File: src/common/swp_pkg.sv
// shared constants and types for the single-wire pin and chain controller
package swp_pkg;

    // clock and bus timing, times in ns as printed, cycles derived
    localparam int CLK_PERIOD_NS = 10;
    localparam int T_SAMP_STD_NS = 30000;
    localparam int T_SAMP_OD_NS = 3000;
    localparam int T_RST_STD_NS = 120000;
    localparam int T_RST_OD_NS = 16000;
    localparam int T_PDH_STD_NS = 30000;
    localparam int T_PDH_OD_NS = 3000;
    localparam int T_PDL_STD_NS = 120000;
    localparam int T_PDL_OD_NS = 12000;
    localparam int T_REH_NS = 5000;
    localparam int T_X_NS = 200;

    localparam int CNT_W = 16;
    typedef logic [CNT_W-1:0] swp_cnt_t;

    localparam swp_cnt_t SAMP_STD_CYC = 16'((T_SAMP_STD_NS + CLK_PERIOD_NS - 1) / CLK_PERIOD_NS);
    localparam swp_cnt_t SAMP_OD_CYC = 16'((T_SAMP_OD_NS + CLK_PERIOD_NS - 1) / CLK_PERIOD_NS);
    localparam int RST_STD_CYC_DEF = (T_RST_STD_NS + CLK_PERIOD_NS - 1) / CLK_PERIOD_NS;
    localparam swp_cnt_t RST_OD_CYC = 16'((T_RST_OD_NS + CLK_PERIOD_NS - 1) / CLK_PERIOD_NS);
    localparam swp_cnt_t PDH_STD_CYC = 16'((T_PDH_STD_NS + CLK_PERIOD_NS - 1) / CLK_PERIOD_NS);
    localparam swp_cnt_t PDH_OD_CYC = 16'((T_PDH_OD_NS + CLK_PERIOD_NS - 1) / CLK_PERIOD_NS);
    localparam int PDL_STD_CYC_DEF = (T_PDL_STD_NS + CLK_PERIOD_NS - 1) / CLK_PERIOD_NS;
    localparam swp_cnt_t PDL_OD_CYC = 16'((T_PDL_OD_NS + CLK_PERIOD_NS - 1) / CLK_PERIOD_NS);
    localparam swp_cnt_t DLY_CYC = 16'((T_REH_NS + T_X_NS + CLK_PERIOD_NS - 1) / CLK_PERIOD_NS);

    // command and control codes
    localparam logic [7:0] CMD_PIN_READ = 8'hf5;
    localparam logic [7:0] CMD_PIN_WRITE = 8'ha5;
    localparam logic [7:0] CMD_CHAIN = 8'h99;
    localparam logic [7:0] CODE_CH_OFF = 8'h3c;
    localparam logic [7:0] CODE_CH_ON = 8'h5a;
    localparam logic [7:0] CODE_CH_DONE = 8'h96;
    localparam logic [7:0] BYTE_CONFIRM = 8'haa;
    localparam logic [7:0] BYTE_REJECT = 8'h00;

    // field positions of the status and output bytes
    localparam int STAT_A_PIN = 0;
    localparam int STAT_A_LAT = 1;
    localparam int STAT_B_PIN = 2;
    localparam int STAT_B_LAT = 3;
    localparam int OUT_A_BIT = 0;
    localparam int OUT_B_BIT = 1;
    localparam logic [2:0] MSB_IDX = 3'h7;

    typedef enum logic [2:0] {
        CH_OFF = 3'b001,
        CH_ON = 3'b010,
        CH_DONE = 3'b100
    } swp_chain_t;

    typedef enum logic [1:0] {
        PR_NONE = 2'b00,
        PR_WAIT = 2'b01,
        PR_LOW = 2'b10
    } swp_pres_t;

    typedef enum logic [10:0] {
        ST_ROM = 11'h001,
        ST_CMD = 11'h002,
        ST_RD = 11'h004,
        ST_WR_DATA = 11'h008,
        ST_WR_INV = 11'h010,
        ST_WR_CONF = 11'h020,
        ST_WR_STAT = 11'h040,
        ST_CH_CTRL = 11'h080,
        ST_CH_INV = 11'h100,
        ST_CH_RESP = 11'h200,
        ST_HALT = 11'h400
    } swp_state_t;

endpackage : swp_pkg

File: src/core/swp_sync2.sv
// two-flop synchroniser with a constant reset value
`timescale 1ns/10ps
module swp_sync2 #(
    parameter int WIDTH = 1,
    parameter logic [WIDTH-1:0] RST_VAL = '0
) (
    input wire logic clock,
    input wire logic arst_n,
    input wire logic [WIDTH-1:0] d,
    output logic [WIDTH-1:0] q
);
    logic [WIDTH-1:0] meta_r;
    logic [WIDTH-1:0] q_r;

    always_ff @(posedge clock or negedge arst_n) begin
        if (!arst_n) begin
            meta_r <= RST_VAL;
            q_r <= RST_VAL;
        end else begin
            meta_r <= d;
            q_r <= meta_r;
        end
    end

    assign q = q_r;
endmodule : swp_sync2

File: src/core/swp_bit_slave.sv
// bit-level slot handling: reset detect, presence, write sampling, read drive
`timescale 1ns/10ps
module swp_bit_slave import swp_pkg::*; #(
    parameter swp_cnt_t RST_STD_CYC = 16'(RST_STD_CYC_DEF),
    parameter swp_cnt_t PDL_STD_CYC = 16'(PDL_STD_CYC_DEF)
) (
    input wire logic clock,
    input wire logic rst_n,
    input wire logic line,
    input wire logic od,
    input wire logic tx_en,
    input wire logic tx_bit,
    output logic slot_end,
    output logic rx_bit,
    output logic bus_reset,
    output logic drive_low
);
    typedef struct packed {
        logic prev;
        logic low;
        logic rst_seen;
        swp_pres_t pres;
        swp_cnt_t cnt;
        logic drv;
        logic slot_end;
        logic rx_bit;
        logic bus_reset;
    } swp_bs_t;

    swp_bs_t cur_r;
    swp_bs_t cur_nxt;

    always_comb begin
        swp_cnt_t samp;
        swp_cnt_t rstc;
        swp_cnt_t pdh;
        swp_cnt_t pdl;
        samp = od ? SAMP_OD_CYC : SAMP_STD_CYC;
        rstc = od ? RST_OD_CYC : RST_STD_CYC;
        pdh = od ? PDH_OD_CYC : PDH_STD_CYC;
        pdl = od ? PDL_OD_CYC : PDL_STD_CYC;
        cur_nxt = cur_r;
        cur_nxt.prev = line;
        cur_nxt.slot_end = 1'b0;
        cur_nxt.bus_reset = 1'b0;
        if (cur_r.pres != PR_NONE) begin
            // presence answer after the master's reset pulse
            cur_nxt.cnt = cur_r.cnt + 16'h0001;
            if (cur_r.pres == PR_WAIT && cur_r.cnt >= pdh) begin
                cur_nxt.pres = PR_LOW;
                cur_nxt.cnt = '0;
                cur_nxt.drv = 1'b1;
            end else if (cur_r.pres == PR_LOW && cur_r.cnt >= pdl) begin
                cur_nxt.pres = PR_NONE;
                cur_nxt.drv = 1'b0;
            end
        end else if (cur_r.prev && !line) begin
            // every slot opens on the master's falling edge
            cur_nxt.low = 1'b1;
            cur_nxt.cnt = '0;
            cur_nxt.rx_bit = 1'b1;
            cur_nxt.drv = tx_en && !tx_bit;
        end else if (cur_r.low && !line) begin
            if (cur_r.cnt != rstc) begin
                cur_nxt.cnt = cur_r.cnt + 16'h0001;
            end
            if (cur_r.cnt == samp) begin
                cur_nxt.rx_bit = 1'b0;
                cur_nxt.drv = 1'b0;
            end
            // a long low resets the device
            if (cur_r.cnt == rstc - 16'h0001) begin
                cur_nxt.bus_reset = 1'b1;
                cur_nxt.rst_seen = 1'b1;
                cur_nxt.drv = 1'b0;
            end
        end else if (cur_r.low && line) begin
            cur_nxt.low = 1'b0;
            if (cur_r.rst_seen) begin
                cur_nxt.rst_seen = 1'b0;
                cur_nxt.pres = PR_WAIT;
                cur_nxt.cnt = '0;
            end else begin
                cur_nxt.slot_end = 1'b1;
            end
        end
    end

    always_ff @(posedge clock or negedge rst_n) begin
        if (!rst_n) begin
            cur_r <= '{prev: 1'b1, low: 1'b0, rst_seen: 1'b0, pres: PR_NONE, cnt: '0,
                       drv: 1'b0, slot_end: 1'b0, rx_bit: 1'b1, bus_reset: 1'b0};
        end else begin
            cur_r <= cur_nxt;
        end
    end

    assign slot_end = cur_r.slot_end;
    assign rx_bit = cur_r.rx_bit;
    assign bus_reset = cur_r.bus_reset;
    assign drive_low = cur_r.drv;
endmodule : swp_bit_slave

File: src/core/swp_pio_chain.sv
// command level pin read, pin write and chain control behind the single-wire bus
//
// Contract
// - pin read sends status bytes until bus reset
// - chain ON/DONE: read allowed, latches read one
// - sample both pins during each byte's MSB
// - sample delay recovery time plus 0.2us
// - pin write ignored in chain ON or DONE
// - zero bit turns the pulldown on
// - latches update only on complement pair
// - new outputs after recovery time plus 0.2us
// - confirm good pair with AAh byte
// - sample during confirm MSB, send read-back status
// - write pairs loop until bus reset
// - power-up enters chain OFF
// - only 3Ch, 5Ah, 96h select OFF/ON/DONE
// - valid pair changes state, AAh; else 00h
// - idle high; long low resets device
// - reset, ROM byte, command, data order
// - master reset pulse, device presence pulse
// - master falling edge opens slots; open drain
// - OFF: commands own pins; ON: pullup, enable input
// - DONE: port_a pulled down, port_b unused
// - bytes travel least significant bit first
`timescale 1ns/10ps
module swp_pio_chain import swp_pkg::*; #(
    parameter swp_cnt_t RST_STD_CYC = 16'(RST_STD_CYC_DEF),
    parameter swp_cnt_t PDL_STD_CYC = 16'(PDL_STD_CYC_DEF)
) (
    input wire logic clock,
    input wire logic rst_n,
    input wire logic dq_in,
    output logic dq_out,
    output logic dq_oe_n,
    input wire logic overdrive_flag,
    input wire logic port_a_in,
    output logic port_a_out,
    output logic port_a_oe_n,
    output logic port_a_pullup,
    input wire logic port_b_in,
    output logic port_b_out,
    output logic port_b_oe_n
);
    typedef struct packed {
        swp_state_t st;
        logic [2:0] bit_cnt;
        logic [7:0] rx_sh;
        logic [7:0] tx;
        logic [7:0] first;
        swp_chain_t chain;
        logic lat_a;
        logic lat_b;
        logic [1:0] new_out;
        logic dly_act;
        logic dly_upd;
        swp_cnt_t dly_cnt;
        logic a_oe_n;
        logic b_oe_n;
        logic a_pull;
        logic dq_oe_n;
    } swp_core_t;

    swp_core_t cur_r;
    swp_core_t cur_nxt;

    logic rst_s;
    logic [2:0] pins_s;
    logic od_s;
    logic line_s;
    logic pin_a_s;
    logic pin_b_s;
    logic slot_end;
    logic rx_bit;
    logic bus_reset;
    logic drive_low;
    logic tx_en;
    logic [7:0] rx_byte;

    swp_sync2 #(.WIDTH(1), .RST_VAL(1'b0)) u_sync_rst (
        .clock(clock),
        .arst_n(rst_n),
        .d(1'b1),
        .q(rst_s)
    );

    swp_sync2 #(.WIDTH(3), .RST_VAL(3'h7)) u_sync_pins (
        .clock(clock),
        .arst_n(rst_s),
        .d({port_b_in, port_a_in, dq_in}),
        .q(pins_s)
    );

    swp_sync2 #(.WIDTH(1), .RST_VAL(1'b0)) u_sync_od (
        .clock(clock),
        .arst_n(rst_s),
        .d(overdrive_flag),
        .q(od_s)
    );

    assign line_s = pins_s[0];
    assign pin_a_s = pins_s[1];
    assign pin_b_s = pins_s[2];

    swp_bit_slave #(.RST_STD_CYC(RST_STD_CYC), .PDL_STD_CYC(PDL_STD_CYC)) u_bit (
        .clock(clock),
        .rst_n(rst_s),
        .line(line_s),
        .od(od_s),
        .tx_en(tx_en),
        .tx_bit(cur_r.tx[cur_r.bit_cnt]),
        .slot_end(slot_end),
        .rx_bit(rx_bit),
        .bus_reset(bus_reset),
        .drive_low(drive_low)
    );

    // the device drives read slots only while it has a byte to send
    assign tx_en = (cur_r.st == ST_RD) || (cur_r.st == ST_WR_CONF) ||
                   (cur_r.st == ST_WR_STAT) || (cur_r.st == ST_CH_RESP);
    assign rx_byte = {rx_bit, cur_r.rx_sh[7:1]};

    function automatic logic [7:0] status_of(input logic a_pin, input logic b_pin,
                                             input logic la, input logic lb,
                                             input swp_chain_t ch);
        logic [3:0] lo;
        lo = '0;
        lo[STAT_A_PIN] = a_pin;
        lo[STAT_B_PIN] = b_pin;
        lo[STAT_A_LAT] = (ch == CH_OFF) ? la : 1'b1;
        lo[STAT_B_LAT] = (ch == CH_OFF) ? lb : 1'b1;
        return {~lo, lo};
    endfunction : status_of

    always_comb begin
        cur_nxt = cur_r;
        if (bus_reset) begin
            // abort: drop the command and any pending latch update
            cur_nxt.st = ST_ROM;
            cur_nxt.bit_cnt = '0;
            cur_nxt.dly_act = 1'b0;
        end else begin
            if (cur_r.dly_act) begin
                if (cur_r.dly_cnt == DLY_CYC - 16'h0001) begin
                    cur_nxt.dly_act = 1'b0;
                    if (cur_r.dly_upd) begin
                        if (cur_r.chain == CH_OFF) begin
                            cur_nxt.lat_a = cur_r.new_out[OUT_A_BIT];
                            cur_nxt.lat_b = cur_r.new_out[OUT_B_BIT];
                        end
                    end else begin
                        // both pins are taken in one sample
                        cur_nxt.tx = status_of(pin_a_s, pin_b_s, cur_r.lat_a, cur_r.lat_b,
                                               cur_r.chain);
                    end
                end else begin
                    cur_nxt.dly_cnt = cur_r.dly_cnt + 16'h0001;
                end
            end
            if (slot_end) begin
                cur_nxt.rx_sh = rx_byte;
                cur_nxt.bit_cnt = cur_r.bit_cnt + 3'h1;
                if (cur_r.bit_cnt == MSB_IDX) begin
                    case (cur_r.st)
                        ST_ROM: begin
                            // any selection byte addresses this device
                            cur_nxt.st = ST_CMD;
                        end
                        ST_CMD: begin
                            if (rx_byte == CMD_PIN_READ) begin
                                cur_nxt.st = ST_RD;
                                cur_nxt.dly_act = 1'b1;
                                cur_nxt.dly_upd = 1'b0;
                                cur_nxt.dly_cnt = '0;
                            end else if (rx_byte == CMD_PIN_WRITE) begin
                                cur_nxt.st = (cur_r.chain == CH_OFF) ? ST_WR_DATA : ST_HALT;
                            end else if (rx_byte == CMD_CHAIN) begin
                                cur_nxt.st = ST_CH_CTRL;
                            end else begin
                                cur_nxt.st = ST_HALT;
                            end
                        end
                        ST_RD: begin
                            cur_nxt.dly_act = 1'b1;
                            cur_nxt.dly_upd = 1'b0;
                            cur_nxt.dly_cnt = '0;
                        end
                        ST_WR_DATA: begin
                            cur_nxt.first = rx_byte;
                            cur_nxt.st = ST_WR_INV;
                        end
                        ST_WR_INV: begin
                            if (rx_byte == ~cur_r.first) begin
                                cur_nxt.new_out = cur_r.first[OUT_B_BIT:OUT_A_BIT];
                                cur_nxt.dly_act = 1'b1;
                                cur_nxt.dly_upd = 1'b1;
                                cur_nxt.dly_cnt = '0;
                                cur_nxt.tx = BYTE_CONFIRM;
                                cur_nxt.st = ST_WR_CONF;
                            end else begin
                                cur_nxt.st = ST_HALT;
                            end
                        end
                        ST_WR_CONF: begin
                            cur_nxt.dly_act = 1'b1;
                            cur_nxt.dly_upd = 1'b0;
                            cur_nxt.dly_cnt = '0;
                            cur_nxt.st = ST_WR_STAT;
                        end
                        ST_WR_STAT: begin
                            cur_nxt.st = ST_WR_DATA;
                        end
                        ST_CH_CTRL: begin
                            cur_nxt.first = rx_byte;
                            cur_nxt.st = ST_CH_INV;
                        end
                        ST_CH_INV: begin
                            cur_nxt.st = ST_CH_RESP;
                            cur_nxt.tx = BYTE_REJECT;
                            if (rx_byte == ~cur_r.first) begin
                                if (cur_r.first == CODE_CH_OFF) begin
                                    cur_nxt.chain = CH_OFF;
                                    cur_nxt.tx = BYTE_CONFIRM;
                                end else if (cur_r.first == CODE_CH_ON) begin
                                    cur_nxt.chain = CH_ON;
                                    cur_nxt.tx = BYTE_CONFIRM;
                                end else if (cur_r.first == CODE_CH_DONE) begin
                                    cur_nxt.chain = CH_DONE;
                                    cur_nxt.tx = BYTE_CONFIRM;
                                end
                            end
                        end
                        default: begin
                            cur_nxt.st = cur_r.st;
                        end
                    endcase
                end
            end
        end
        // pin drivers follow chain state and latches
        case (cur_nxt.chain)
            CH_ON: begin
                cur_nxt.a_oe_n = 1'b1;
                cur_nxt.b_oe_n = 1'b1;
                cur_nxt.a_pull = 1'b1;
            end
            CH_DONE: begin
                cur_nxt.a_oe_n = 1'b0;
                cur_nxt.b_oe_n = 1'b1;
                cur_nxt.a_pull = 1'b0;
            end
            default: begin
                cur_nxt.a_oe_n = cur_nxt.lat_a;
                cur_nxt.b_oe_n = cur_nxt.lat_b;
                cur_nxt.a_pull = 1'b0;
            end
        endcase
        cur_nxt.dq_oe_n = ~drive_low;
    end

    always_ff @(posedge clock or negedge rst_s) begin
        if (!rst_s) begin
            cur_r <= '{st: ST_ROM, bit_cnt: '0, rx_sh: '0, tx: '0, first: '0,
                       chain: CH_OFF, lat_a: 1'b1, lat_b: 1'b1, new_out: '1,
                       dly_act: 1'b0, dly_upd: 1'b0, dly_cnt: '0,
                       a_oe_n: 1'b1, b_oe_n: 1'b1, a_pull: 1'b0, dq_oe_n: 1'b1};
        end else begin
            cur_r <= cur_nxt;
        end
    end

    assign dq_out = 1'b0;
    assign dq_oe_n = cur_r.dq_oe_n;
    assign port_a_out = 1'b0;
    assign port_b_out = 1'b0;
    assign port_a_oe_n = cur_r.a_oe_n;
    assign port_b_oe_n = cur_r.b_oe_n;
    assign port_a_pullup = cur_r.a_pull;

    logic samp_fire;
    assign samp_fire = cur_r.dly_act && !cur_r.dly_upd && !bus_reset &&
                       (cur_r.dly_cnt == DLY_CYC - 16'h0001);
endmodule : swp_pio_chain

File: config.mk
export PLATFORM = sky130hd
export DESIGN_NAME = swp_pio_chain
export DESIGN_NICKNAME = d
export VERILOG_FILES = /design/src/common/swp_pkg.sv /design/src/core/swp_sync2.sv /design/src/core/swp_bit_slave.sv /design/src/core/swp_pio_chain.sv
export SDC_FILE = /design/constraint.sdc
export NUM_CORES = 1
export LEC_CHECK = 0
export BUFFER_PORTS_ARGS = -buffer_cell sky130_fd_sc_hd__buf_4
export CAP_MARGIN = 15
export CORE_ASPECT_RATIO = 0.75
export CORE_MARGIN = 4
export CORE_UTILIZATION = 55
export CTS_CLUSTER_SIZE = 8
export DETAILED_ROUTE_END_ITERATION = 12
export PLACE_DENSITY = 0.71
export SKIP_LAST_GASP = 1
export SYNTH_ARGS = -nofsm -noshare
export SYNTH_HDL_FRONTEND = slang
export SYNTH_SLANG_ARGS = --single-unit
File: constraint.sdc
create_clock -name clock -period 6.2 [get_ports clock]
set_input_delay 0.31 -clock clock [delete_from_list [all_inputs] [get_ports clock]]
set_output_delay 0.31 -clock clock [all_outputs]
set_load 0.01 [all_outputs]
* Yosys cells after proc, flatten, opt, wreduce, memory -nomap -nowiden
Index checks and enable logic that the tools add are counted.
** Cells by class
- Add/sub/neg operators :: 4
- $lt $le $gt $ge :: 3
- Equal/unequal tests :: 35
- Multiplexer cells :: 78
- Bitwise operators :: 6
- Reductions and logical operators :: 39
** Operators with widths (count)
- $pmux W11 S8 :: 1
- $mux W16 :: 5
- $mux W20 :: 4
- $mux W8 :: 9
- $mux W11 :: 6
- $pmux W18 S3 :: 1
- $mux W14 :: 3
- $mux W41 :: 1
- $mux W19 :: 2
- $mux W18 :: 2
- $add A16 B1 Y16 const B :: 2
- $eq A16 B16 Y1 :: 2
- $eq A8 B8 Y1 const B :: 4
- $ge A16 B16 Y1 :: 2
- $mux W1 :: 22
- $mux W2 :: 10
- $mux W3 :: 6
- $reduce_bool A2 Y1 :: 9
- $mux W17 :: 1
- $eq A16 B10 Y1 const B :: 1
- $ne A16 B16 Y1 :: 1
- $pmux W8 S2 :: 1
- $sub A16 B1 Y16 const B :: 1
- $reduce_and A3 Y1 :: 5
- 42 further kinds :: 64
** Storage, ports and cells
- Bits in registers :: 102
- Bits of input ports :: 6
- Output and inout port bits :: 7
- Word-level logic and storage cells :: 196

* Longest topological paths before layout
Gate-level depths: netlist (run 1).
- Depth in word-level cells :: 13
- Mapped depth :: 11
- Gate-level depth less buffers :: 10

* Hierarchy
Synthesis (run 1) repeated with hierarchy kept, for this count alone.
** Unflattened totals
- Cells, all modules :: 599
- Area, all modules :: 5900.7 µm²
** By module, submodules not included
- swp_pio_chain :: times used 1, cells an instance 366, area each 3751.1 µm², sequential area each 1662.8 µm²
- swp_bit_slave :: times used 1, cells an instance 223, area each 1891.8 µm², sequential area each 628.1 µm²
- swp_sync2 (u_sync_pins) :: times used 1, cells an instance 6, area each 157.7 µm², sequential area each 157.7 µm²
- swp_sync2 (u_sync_od ...) :: times used 2, cells an instance 2, area each 50.0 µm², sequential area each 50.0 µm²

* Worst setup path before layout (run 1)
Ideal clock, no wire load.
- Kind :: register to register
- Start point :: register cur_r[57] (netlist bit)
- End point :: register cur_r, in the netlist port_b_oe_n
- Library setup time :: 77 ps
- Data arrival time :: 2573 ps
- Data required time :: 6123 ps
- Path slack :: 3550 ps
- Cell stages (with the launch flop) :: 9
- Path buffers :: 2
- Clock period less this slack :: 2650 ps
- Cell sequence :: dfrtp_1 -> or4_1 -> buf_2 -> or4_4 -> buf_6 -> o41a_1 -> a21o_1 -> xor2_1 -> a21o_1
** RTL lines
- start, declared :: RTL line swp_pio_chain.sv:63 : swp_core_t cur_r;
- start signal, assigned :: RTL line swp_pio_chain.sv:262 : cur_r <= '{st: ST_ROM, bit_cnt: '0, rx_sh: '0, tx: '0, first: '0,
- start signal, assigned :: RTL line swp_pio_chain.sv:267 : cur_r <= cur_nxt;

* Worst setup path in the final report (run 1)
- Start point :: register cur_r[57] (netlist bit)
- End point :: register cur_r[5] (netlist bit)
** Between the ends
- Cells in the longest elaborated chain, start to end :: 5
- Elaborated cells between the ends (all ways) :: 8
- Those cells by class :: eq/ne: 4; mux: 3; reduce/logical: 1
** Ends and longest elaborated chain
- $eq A11 B3 Y1 or $eq A11 B6 Y1 (tied branches) :: RTL line swp_pio_chain.sv:163 : case (cur_r.st)
- $reduce_or A2 Y1 (no source line)
- $pmux W18 S3 * :: RTL line swp_pio_chain.sv:163
- $mux W20 * :: RTL line swp_pio_chain.sv:162 : if (cur_r.bit_cnt == MSB_IDX) begin
- $mux W20 * :: RTL line swp_pio_chain.sv:159 : if (slot_end) begin
Every way passes the cells marked *; elsewhere a longest branch is shown, timed or not.
A chain may end at the register's enable or synchronous reset.

==> flow_summary_export.csv, run 1 <==
group,metric,value,unit
setup_path,cp-start-kind,"flop",
yosys,synth.avg_cell_area,9.72,um^2
setup_path,r2r_start,"cur_r[57]$_DFFE_PN0P_",
sta,setup_ws,2950,ps
setup_path,cp-startpoint,"cur_r[57]$_DFFE_PN0P_",
grt,grt_first_pass_wirelength,18500,um
flow_run,drv_cap,0,
route,drt_iter0_drc,268,
sta,timing.fmax,307,MHz
floorplan,start_util,0.577,
sta,hold_violations,0,
clock_tree,tritoncts,"yes",
grt,grt-ovfl-total,0,
cells_and_area,fillCellCount,783,
route,drc_errors,0,
floorplan,rows,30,
cells_and_area,area_growth,9.00,%
cells_and_area,final_nets,577,
route,route.met3.wl,430,um
floorplan,die_w,122,um
cells_and_area,layoutNonFillerInstCount,691,
yosys,ys_top_cells_by_area,"dfrtp_1 39%, dfstp_2 8.3%, nor2_1 4.8%",
setup_path,cp_data_required_time,6390,ps
route,met2_length,4810,um
placed_design,dp_hpwl,7680,um
sta,fin_tns_setup,0,ps
yosys,ys_ff_latch,101,
route,drt-met1-wl,5320,um
grt,antenna_found_initial,0,
setup_path,arrival,3440,ps
clock_tree,cts.path.max_buffers,2,
setup_path,endpoint,"cur_r[5]$_DFFE_PN0N_",
route,antenna_left,0,
setup_path,cp_max_fo,17,
pwr,peakVddDrop,0.000151,V
route,highest_layer,"met4",
yosys,synth_common_cells,"84 x dfrtp_1, 68 x nor2_1, 49 x nand2_1",
route,drt_wl_total,10700,um
status,status,"finished clean",
setup_path,cp-end-kind,"flop",
yosys,synth.distinct_cells,62,
yosys,synth_ff_type,"dfrtp_1",
sta,tightest_slew,1040,ps
yosys,synth_top_cell_area_share,0.393,
sta,whs,63.9,ps
setup_path,r2r_slack,2950,ps
yosys,yosysSeqAreaShare,0.476,
grt,grt_max_degree,77,
setup_path,reg2reg_to,"cur_r[5]$_DFFE_PN0N_",
sta,period_minus_slack,3250,ps
grt,grt.total_usage,0.204,
sta,slew_headroom,0.300,
route,firstDrtPassIters,5,
placed_design,port_buffers,9,
setup_path,worst_r2r_path_depth,6,
sta,slew_violations,0,
route,via_per_inst,5.74,
pwr,power.density,241,nW/um^2
cells_and_area,seqCellArea,2550,um^2
yosys,postSynthCellCount,551,
clock_tree,clkSinkCount,101,
pwr,p_leak,0.00253,uW
placed_design,dp_cells,674,
cells_and_area,multiInputGateArea,2650,um^2
pwr,power,1400,uW
cells_and_area,n_antenna_cell,0,
clock_tree,clk_latency,350,ps
floorplan,dieArea,11400,um^2
setup_path,crit_type,"reg -> reg",
sta,fin_skew,9.52,ps
placed_design,gp_congestion,0.886,
floorplan,fp.coreArea,9270,um^2
yosys,synth_edf_count,0,
clock_tree,cts-resized-gates,0,
sta,rsz0062_at_grt,"false",
yosys,syn_area,5350,um^2
clock_tree,cts-root-buf,"clkbuf_16",
route,detail_route.wl_per_cell,15.5,um
cells_and_area,drive_gt1_frac,0.123,
placed_design,pre_cts_ws,2930,ps
worst_hold_path,hp-class,"in -> reg",
yosys,synth.most_common_cell,"dfrtp_1",
sta,finalCritPeriodShare,0.525,
floorplan,die-height,93.4,um
yosys,async_flop_share,1.00,
yosys,synth_warnings,0,
clock_tree,htreeDepth,3,
clock_tree,numCtsBuffers,9,
grt,grt_pass1_vias,3750,
yosys,synth_top_area_cell,"dfrtp_1",
sta,finalSetupViolations,0,
floorplan,ios,13,
route,vias,3964,
clock_tree,clkTransAtPathRegs,70,ps
worst max-delay path, stage by stage, from the launching register on:
cell	delay, ps
dfrtp_1	450
or4_1	680
nor4_1	570
and3_1	290
nor3_1	80
nor3_2	830
o22ai_1	200
metrics by stage:
step | instance area, um^2 | utilization
6_report | 5840 | 0.629
5_1_grt | 5840 | 0.629
4_1_cts | 5840 | 0.629
3_5_place_dp | 5520 | 0.595
3_3_place_gp | 5520 | 0.595
2_1_floorplan | 5360 | -
how the worst min path moves through the flow:
stage	from	to	slack [ps]	cells past startpoint
2_1_floorplan	rst_n	u_sync_rst.meta_r$_DFF_PN0_	10	0
3_3_place_gp	rst_n	u_sync_rst.meta_r$_DFF_PN0_	90	1
3_5_place_dp	rst_n	u_sync_rst.meta_r$_DFF_PN0_	90	1
4_1_cts	dq_in	u_sync_pins.meta_r[0]$_DFF_PN1_	50	1
5_1_grt	overdrive_flag	u_sync_od.meta_r$_DFF_PN0_	50	1
6_report	dq_in	u_sync_pins.meta_r[0]$_DFF_PN1_	60	1
area by class of cell:
class | instances | area share
Clock inverter | 5 | 0.0114
Sequential cell | 101 | 0.437
Inverter | 22 | 0.0142
Timing Repair Buffer | 11 | 0.0146
Tap cell | 128 | 0.0274
Clock buffer | 11 | 0.0416
Multi-Input combinational cell | 413 | 0.453
metal layers:
metal | global-route usage | up-vias
li1 | - | 1947
met1 | 0.304 | 1931
met4 | 0.0597 | 0
met5 | 0 | -
met3 | 0.0447 | 10
met2 | 0.300 | 76
cells in the final DEF (no fill, tap or decap), types with 3 or more instances in the layout:
| cell | n |
|---|---|
| inv_1 | 21 |
| or3_1 | 8 |
| conb_1 | 4 |
| a21oi_1 | 14 |
| mux2_2 | 17 |
| o21bai_1 | 4 |
| nor4b_1 | 5 |
| dfrtp_1 | 83 |
| or4_1 | 3 |
| and3_1 | 8 |
| buf_4 | 10 |
| nand4_1 | 9 |
| nor2b_1 | 9 |
| o31ai_1 | 3 |
| mux2i_1 | 6 |
| ha_1 | 13 |
| o21ai_0 | 24 |
| clkbuf_16 | 9 |
| nor2_1 | 68 |
| o22ai_1 | 3 |
| a31oi_1 | 3 |
| nand2_1 | 49 |
| nor3_1 | 18 |
| xor2_1 | 15 |
| nor4_1 | 12 |
| and4_1 | 3 |
| and2_1 | 5 |
| nor3b_1 | 4 |
| nand2b_1 | 12 |
| nand3_1 | 21 |
| xnor2_1 | 28 |
| o31a_1 | 3 |
| nor4bb_1 | 3 |
| or2_2 | 3 |
| a21o_1 | 5 |
| dfstp_2 | 17 |
cells by family after synthesis:
family / synth area share
AO/OA/AOI/OAI: 0.0921
AND/OR/NAND/NOR: 0.243
adder cells (fa/ha/maj): 0.0304
flip-flops: 0.476
other: 0.00140
multiplexers: 0.0554
buffers and inverters: 0.0311
XOR/XNOR: 0.0703
flip-flops by register name (all words and copies together) (netlist names):
signal	cells
cur_r	62
u_sync_rst.q	1
u_sync_od.q	1
u_sync_od.meta_r	1
u_bit.slot_end	1
u_bit.bus_reset	1
u_bit.drive_low	1
u_sync_pins.meta_r	3
port_a_oe_n	1
u_sync_pins.q	3
u_sync_rst.meta_r	1
u_bit.rx_bit	1
u_bit.cur_r	21
port_a_pullup	1
dq_oe_n	1
port_b_oe_n	1
what timing repair did:
| item | 4_1_cts | 5_1_grt |
|---|---|---|
| setup buffers | 0 | 0 |
| hold buffers | 1 | 0 |
| endpoints found under the hold margin | 2 | 0 |
where the power goes:
part           total [uW]  switching [uW]  internal (uW)
Clock                 579             250            329
Sequential            724            37.2            686
Combinational         102            52.9           48.6
Total                1400             340           1060
(Power assumes the default switching activity.)
==> run 2, diff against run 1 <==
Settings changed: ABC_AREA set to 1, PLACE_DENSITY 0.71 to 0.74.
Clock period 6.2 ns to 2.75 ns, I/O delays scaled along.
==> flow_summary_export.csv, run 2 <==
group,metric,value,unit
route,via_per_inst,5.44,
sta,tightest_slew,536,ps
cells_and_area,area_growth,9.46,%
route,antenna_left,0,
pwr,p_leak,0.00348,uW
setup_path,arrival,2670,ps
setup_path,crit_type,"reg -> reg",
sta,fin_skew,6.52,ps
setup_path,cp_max_fo,12,
sta,slew_headroom,0.643,
yosys,synth_top_area_cell,"dfrtp_1",
route,vias,5588,
yosys,ys_ff_latch,101,
clock_tree,ctsHoldBuffers,5,
placed_design,dp_hpwl,11200,um
placed_design,dp_cells,1006,
setup_path,cp-start-kind,"flop",
status,status,"finished clean",
setup_path,cp-end-kind,"flop",
yosys,synth.most_common_cell,"nand2_1",
pwr,peakVddDrop,0.000362,V
floorplan,fp.coreArea,11000,um^2
sta,fin_tns_setup,0,ps
route,drt_wl_total,14900,um
cells_and_area,mostFrequentLayoutCells,"234 x nand2_1, 123 x inv_1, 86 x nor2_1",
yosys,synth_edf_count,0,
sta,finalSetupViolations,0,
setup_path,cp_data_required_time,2990,ps
yosys,async_flop_share,1.00,
grt,gr-usage-met3,0.0436,
pwr,power.density,497,nW/um^2
grt,grt-ovfl-total,0,
cells_and_area,largest_register,"cur_r",
sta,rsz0062_at_grt,"false",
clock_tree,cts-resized-gates,0,
setup_path,r2r_slack,320,ps
yosys,synth_warnings,0,
cells_and_area,fillCellCount,989,
cells_and_area,final_nets,901,
cells_and_area,drive_gt1_frac,0.101,
yosys,syn_area,6240,um^2
sta,period_minus_slack,2430,ps
clock_tree,tritoncts,"yes",
cells_and_area,n_antenna_cell,0,
worst_hold_path,hp-class,"in -> async",
sta,slew_violations,0,
clock_tree,cts.path.max_buffers,2,
grt,use_met2,0.367,
placed_design,gp_congestion,0.942,
grt,antenna_found_initial,0,
grt,grt_pass1_vias,5370,
yosys,yosysSeqAreaShare,0.408,
clock_tree,clkTransAtPathRegs,70,ps
floorplan,rows,33,
floorplan,dieArea,13100,um^2
clock_tree,htreeDepth,3,
sta,hold_violations,0,
grt,grt_first_pass_wirelength,25900,um
placed_design,port_buffers,9,
yosys,synth_top_cell_area_share,0.337,
yosys,synth_ff_type,"dfrtp_1",
cells_and_area,layout.cells.most_common,"nand2_1",
sta,timing.fmax,411,MHz
clock_tree,clk_latency,350,ps
yosys,synth.avg_cell_area,7.20,um^2
sta,finalCritPeriodShare,0.884,
cells_and_area,layoutNonFillerInstCount,1027,
grt,met1_usage,0.372,
floorplan,start_util,0.566,
clock_tree,cts-root-buf,"clkbuf_16",
cells_and_area,largest_reg_flops,62,
route,detail_route.wl_per_cell,14.5,um
clock_tree,clkSinkCount,101,
flow_run,drv_cap,0,
clock_tree,numCtsBuffers,9,
route,drt_iter0_drc,398,
floorplan,die_w,131,um
route,firstDrtPassIters,7,
cells_and_area,top_regs,"cur_r: 62 flops, u_bit.cur_r: 21 flops",
route,drc_errors,0,
yosys,synth.distinct_cells,45,
grt,busiest_layer,"met1",
floorplan,ios,13,
yosys,postSynthCellCount,867,
clock_tree,cts_setup_buffers,0,
floorplan,die-height,100,um
grt,grt_max_degree,61,
grt,grt.total_usage,0.246,
yosys,synth_common_cells,"234 x nand2_1, 123 x inv_1, 86 x nor2_1",
yosys,ys_top_cells_by_area,"dfrtp_1 34%, nand2_1 14%, inv_1 7.4%",
[run 2: cells by family after synthesis]
group / after synthesis / synth area share
AO/OA/AOI/OAI: 96 / 0.0856
flip-flops: 101 / 0.408
XOR/XNOR: 16 / 0.0224
AND/OR/NAND/NOR: 488 / 0.358
buffers and inverters: 151 / 0.0988
other: 2 / 0.00120
adder cells (fa/ha/maj): 13 / 0.0261
[run 2: worst paths after layout]
check / end / from / cells past startpoint
max in group asynchronous: u_sync_pins.q[1]$_DFF_PN1_ / u_sync_rst.q$_DFF_PN0_ / 1
worst min-delay path: u_sync_rst.meta_r$_DFF_PN0_ / rst_n / 2
worst max register to register: u_bit.cur_r[7]$_DFFE_PN0P_ / u_sync_od.q$_DFF_PN0_ / 12
worst max-delay path: u_bit.cur_r[7]$_DFFE_PN0P_ / u_sync_od.q$_DFF_PN0_ / 12
min in group clock: u_sync_od.q$_DFF_PN0_ / u_sync_od.meta_r$_DFF_PN0_ / 0
worst min register to register: cur_r[34]$_DFFE_PN0P_ / u_sync_rst.q$_DFF_PN0_ / 0
[run 2: critical path, stage by stage, from the launching register on]
cell and delay (ps):
dfrtp_1 520, ha_1 400, nand2_1 60, nor3_1 250
nand2_1 80, nand4_1 100, nand2_1 60, nand2_1 60
nand2_1 230, nand2_1 250, nand3_2 160, inv_1 100
nor2_1 50
[run 2: cell type report]
cell class / count / area (um^2) / area share
flip-flops and latches: 101 / 2550 / 0.374
well taps: 140 / 175 / 0.0256
clock inverters: 4 / 77.6 / 0.0114
multi-input cells: 617 / 3080 / 0.451
inverters: 135 / 517 / 0.0756
clock buffers: 12 / 267 / 0.0390
repair buffers: 18 / 160 / 0.0234
[run 2: power breakdown]
part / total, uW / leakage, uW / switching, uW / internal, uW
combinational: 316 / 0.00199 / 208 / 107
clock: 1440 / 0.000169 / 564 / 877
sequential: 1640 / 0.00133 / 85.8 / 1550
total: 3390 / 0.00348 / 859 / 2540
[run 2: per-layer routing]
layer	part of all wire	vias up	wire length [um]
li1	-	2816	-
met5	0	-	0
met2	0.44	159	6550
met3	0.052	18	778
met4	0.012	0	184
met1	0.50	2595	7370
[run 2: metrics by stage]
| step | instance area [um^2] | worst slack [ps] | hold WS (ps) | total power, uW | utilization |
|---|---|---|---|---|---|
| floorplan | 6250 | 921 | -158 | 1870 | - |
| CTS | 6830 | 380 | 101 | 3420 | 0.620 |
| global route | 6830 | 167 | 122 | 3560 | 0.620 |
| global placement | 6440 | 493 | -79.2 | 1960 | 0.584 |
| detailed placement | 6440 | 382 | -75.4 | 1970 | 0.584 |
| finish | 6830 | 319 | 118 | 3390 | 0.620 |
==> run 3, diff against run 2 <==
Settings changed: CORE_ASPECT_RATIO 0.75 to 0.5.
==> flow_summary_export.csv, run 3 (same netlist as run 2, synthesis figures left out) <==
group,metric,value,unit
status,status,"finished clean",
pwr,power.density,467,nW/um^2
grt,grt_first_pass_wirelength,24100,um
grt,grt.total_usage,0.222,
route,drt_wl_total,13700,um
pwr,peakVddDrop,0.000304,V
clock_tree,numCtsBuffers,9,
route,highest_layer,"met4",
sta,period_minus_slack,2220,ps
route,drt_iter0_drc,441,
route,vias,5448,
cells_and_area,area_growth,9.04,%
floorplan,die_w,159,um
clock_tree,clk_latency,350,ps
sta,rsz0062_at_grt,"false",
sta,slew_headroom,0.559,
route,detail_route.wl_per_cell,13.3,um
cells_and_area,largest_reg_flops,62,
setup_path,r2r_slack,530,ps
setup_path,cp_cell_sequence,"ha_1 > nand2_1 > nor3_1 > nand2_1 > nand4_1 > nand2_1 > nand2_1 > nand2_1 > nand2_1 > nand3_2 > inv_1 > nor2_1",
sta,slew_violations,0,
cells_and_area,layout.cells.most_common,"nand2_1",
pwr,power,3180,uW
setup_path,arrival,2460,ps
cells_and_area,seqCellArea,2550,um^2
sta,hold_violations,0,
setup_path,cp_data_required_time,2990,ps
floorplan,fp.coreArea,11000,um^2
floorplan,dieArea,13200,um^2
route,drt-met1-wl,6770,um
setup_path,r2r_start,"u_sync_od.q$_DFF_PN0_",
sta,tightest_slew,662,ps
sta,fin_skew,12.4,ps
cells_and_area,n_antenna_cell,0,
setup_path,cp_max_fo,9,
clock_tree,clkTransAtPathRegs,80,ps
setup_path,crit_family,"simple AND/OR/NAND/NOR gates",
placed_design,dp_hpwl,10200,um
route,via_per_inst,5.27,
sta,fin_tns_setup,0,ps
clock_tree,cts.path.max_buffers,2,
cells_and_area,largest_register,"cur_r",
placed_design,gp_congestion,0.915,
setup_path,crit_type,"reg -> reg",
cells_and_area,fillCellCount,982,
floorplan,die-height,83.3,um
route,drc_errors,0,
clock_tree,ctsHoldBuffers,5,
pwr,p_leak,0.00346,uW
clock_tree,htreeDepth,3,
setup_path,critPathMaxStageDelay,510,ps
floorplan,start_util,0.565,
setup_path,path_common_cell,"nand2_1",
clock_tree,cts-resized-gates,0,
clock_tree,clkSinkCount,101,
clock_tree,tritoncts,"yes",
setup_path,cp-end-kind,"flop",
cells_and_area,drive_gt1_frac,0.103,
cells_and_area,multiInputGateArea,3080,um^2
setup_path,reg2reg_to,"u_bit.cur_r[7]$_DFFE_PN0P_",
setup_path,critPathSlowestCell,"dfrtp_1",
grt,antenna_found_initial,0,
grt,grt-ovfl-total,0,
floorplan,ios,13,
sta,finalSetupViolations,0,
route,firstDrtPassIters,5,
cells_and_area,mostFrequentLayoutCells,"234 x nand2_1, 123 x inv_1, 86 x nor2_1",
cells_and_area,top_regs,"cur_r: 62 flops, u_bit.cur_r: 21 flops",
sta,timing.fmax,451,MHz
clock_tree,cts_setup_buffers,0,
flow_run,drv_cap,0,
grt,grt_max_degree,100,
route,antenna_left,0,
route,met2_length,6250,um
grt,grt_pass1_vias,5249,
sta,finalCritPeriodShare,0.806,
setup_path,worst_r2r_path_depth,12,
worst_hold_path,hp-class,"in -> async",
setup_path,cp-start-kind,"flop",
clock_tree,cts-root-buf,"clkbuf_16",
placed_design,port_buffers,9,
route,route.met3.wl,551,um
setup_path,cp_num_buf_inv,1,
cells_and_area,final_nets,903,
floorplan,rows,27,
[run 3: cell count changes in the layout (fill, tap and decap cells not counted), sizes merged]
| cell | previous run | this run |
|---|---|---|
| clkinv | 3 | 5 |
| bufinv | 2 | 0 |
| buf | 13 | 15 |
| clkinvlp | 0 | 2 |
| clkbuf | 12 | 10 |
[run 3: stage by stage]
stage	setup WS (ps)	cell area [um^2]	instances	utilization	hold WS, ps
after floorplan	921	6250	869	-	-158
after global placement	627	6460	1013	0.585	-79.6
after CTS	549	6810	1034	0.616	83.6
after global routing	294	6810	1034	0.616	128
after detailed placement	568	6460	1013	0.585	-78.2
final	534	6810	1034	0.616	98.6
[run 3: routing by layer]
layer | vias up | global-route usage
li1 | 2819 | -
met1 | 2522 | 0.309
met2 | 91 | 0.356
met3 | 16 | 0.0489
met4 | 0 | 0.0488
met5 | - | 0
[run 3: layout make-up]
class,instances,area share
clock buffer,10,0.0351
clock inverter,6,0.00846
inverter,135,0.0759
multi-input combinational,617,0.453
timing repair buffer,20,0.0257
sequential,101,0.375
tap,145,0.0267
[run 3: worst register-to-register path, delay by kind of cell (launching register included)]
kind / cells / cell delay (ps)
simple gates: 10 / 1090
flops: 1 / 510
fa+ha+maj: 1 / 400
buf+inv: 1 / 110
[run 3: how the worst max path moves through the flow]
| stage | start | slack [ps] | cells past startpoint | end |
|---|---|---|---|---|
| 3_5_place_dp | u_sync_od.q$_DFF_PN0_ | 570 | 12 | u_bit.cur_r[7]$_DFFE_PN0P_ |
| 6_report | u_sync_od.q$_DFF_PN0_ | 530 | 12 | u_bit.cur_r[7]$_DFFE_PN0P_ |
| 4_1_cts | u_sync_od.q$_DFF_PN0_ | 550 | 12 | u_bit.cur_r[11]$_DFFE_PN0P_ |
| 5_1_grt | u_sync_od.q$_DFF_PN0_ | 290 | 12 | u_bit.cur_r[11]$_DFFE_PN0P_ |
| 3_3_place_gp | u_sync_od.q$_DFF_PN0_ | 630 | 12 | u_bit.cur_r[11]$_DFFE_PN0P_ |
| 2_1_floorplan | u_sync_od.q$_DFF_PN0_ | 920 | 13 | u_bit.cur_r[15]$_DFFE_PN0P_ |
[run 3: power by group]
part           internal, uW  switching [uW]
sequential             1550            77.4
clock                   653             590
combinational           106             206
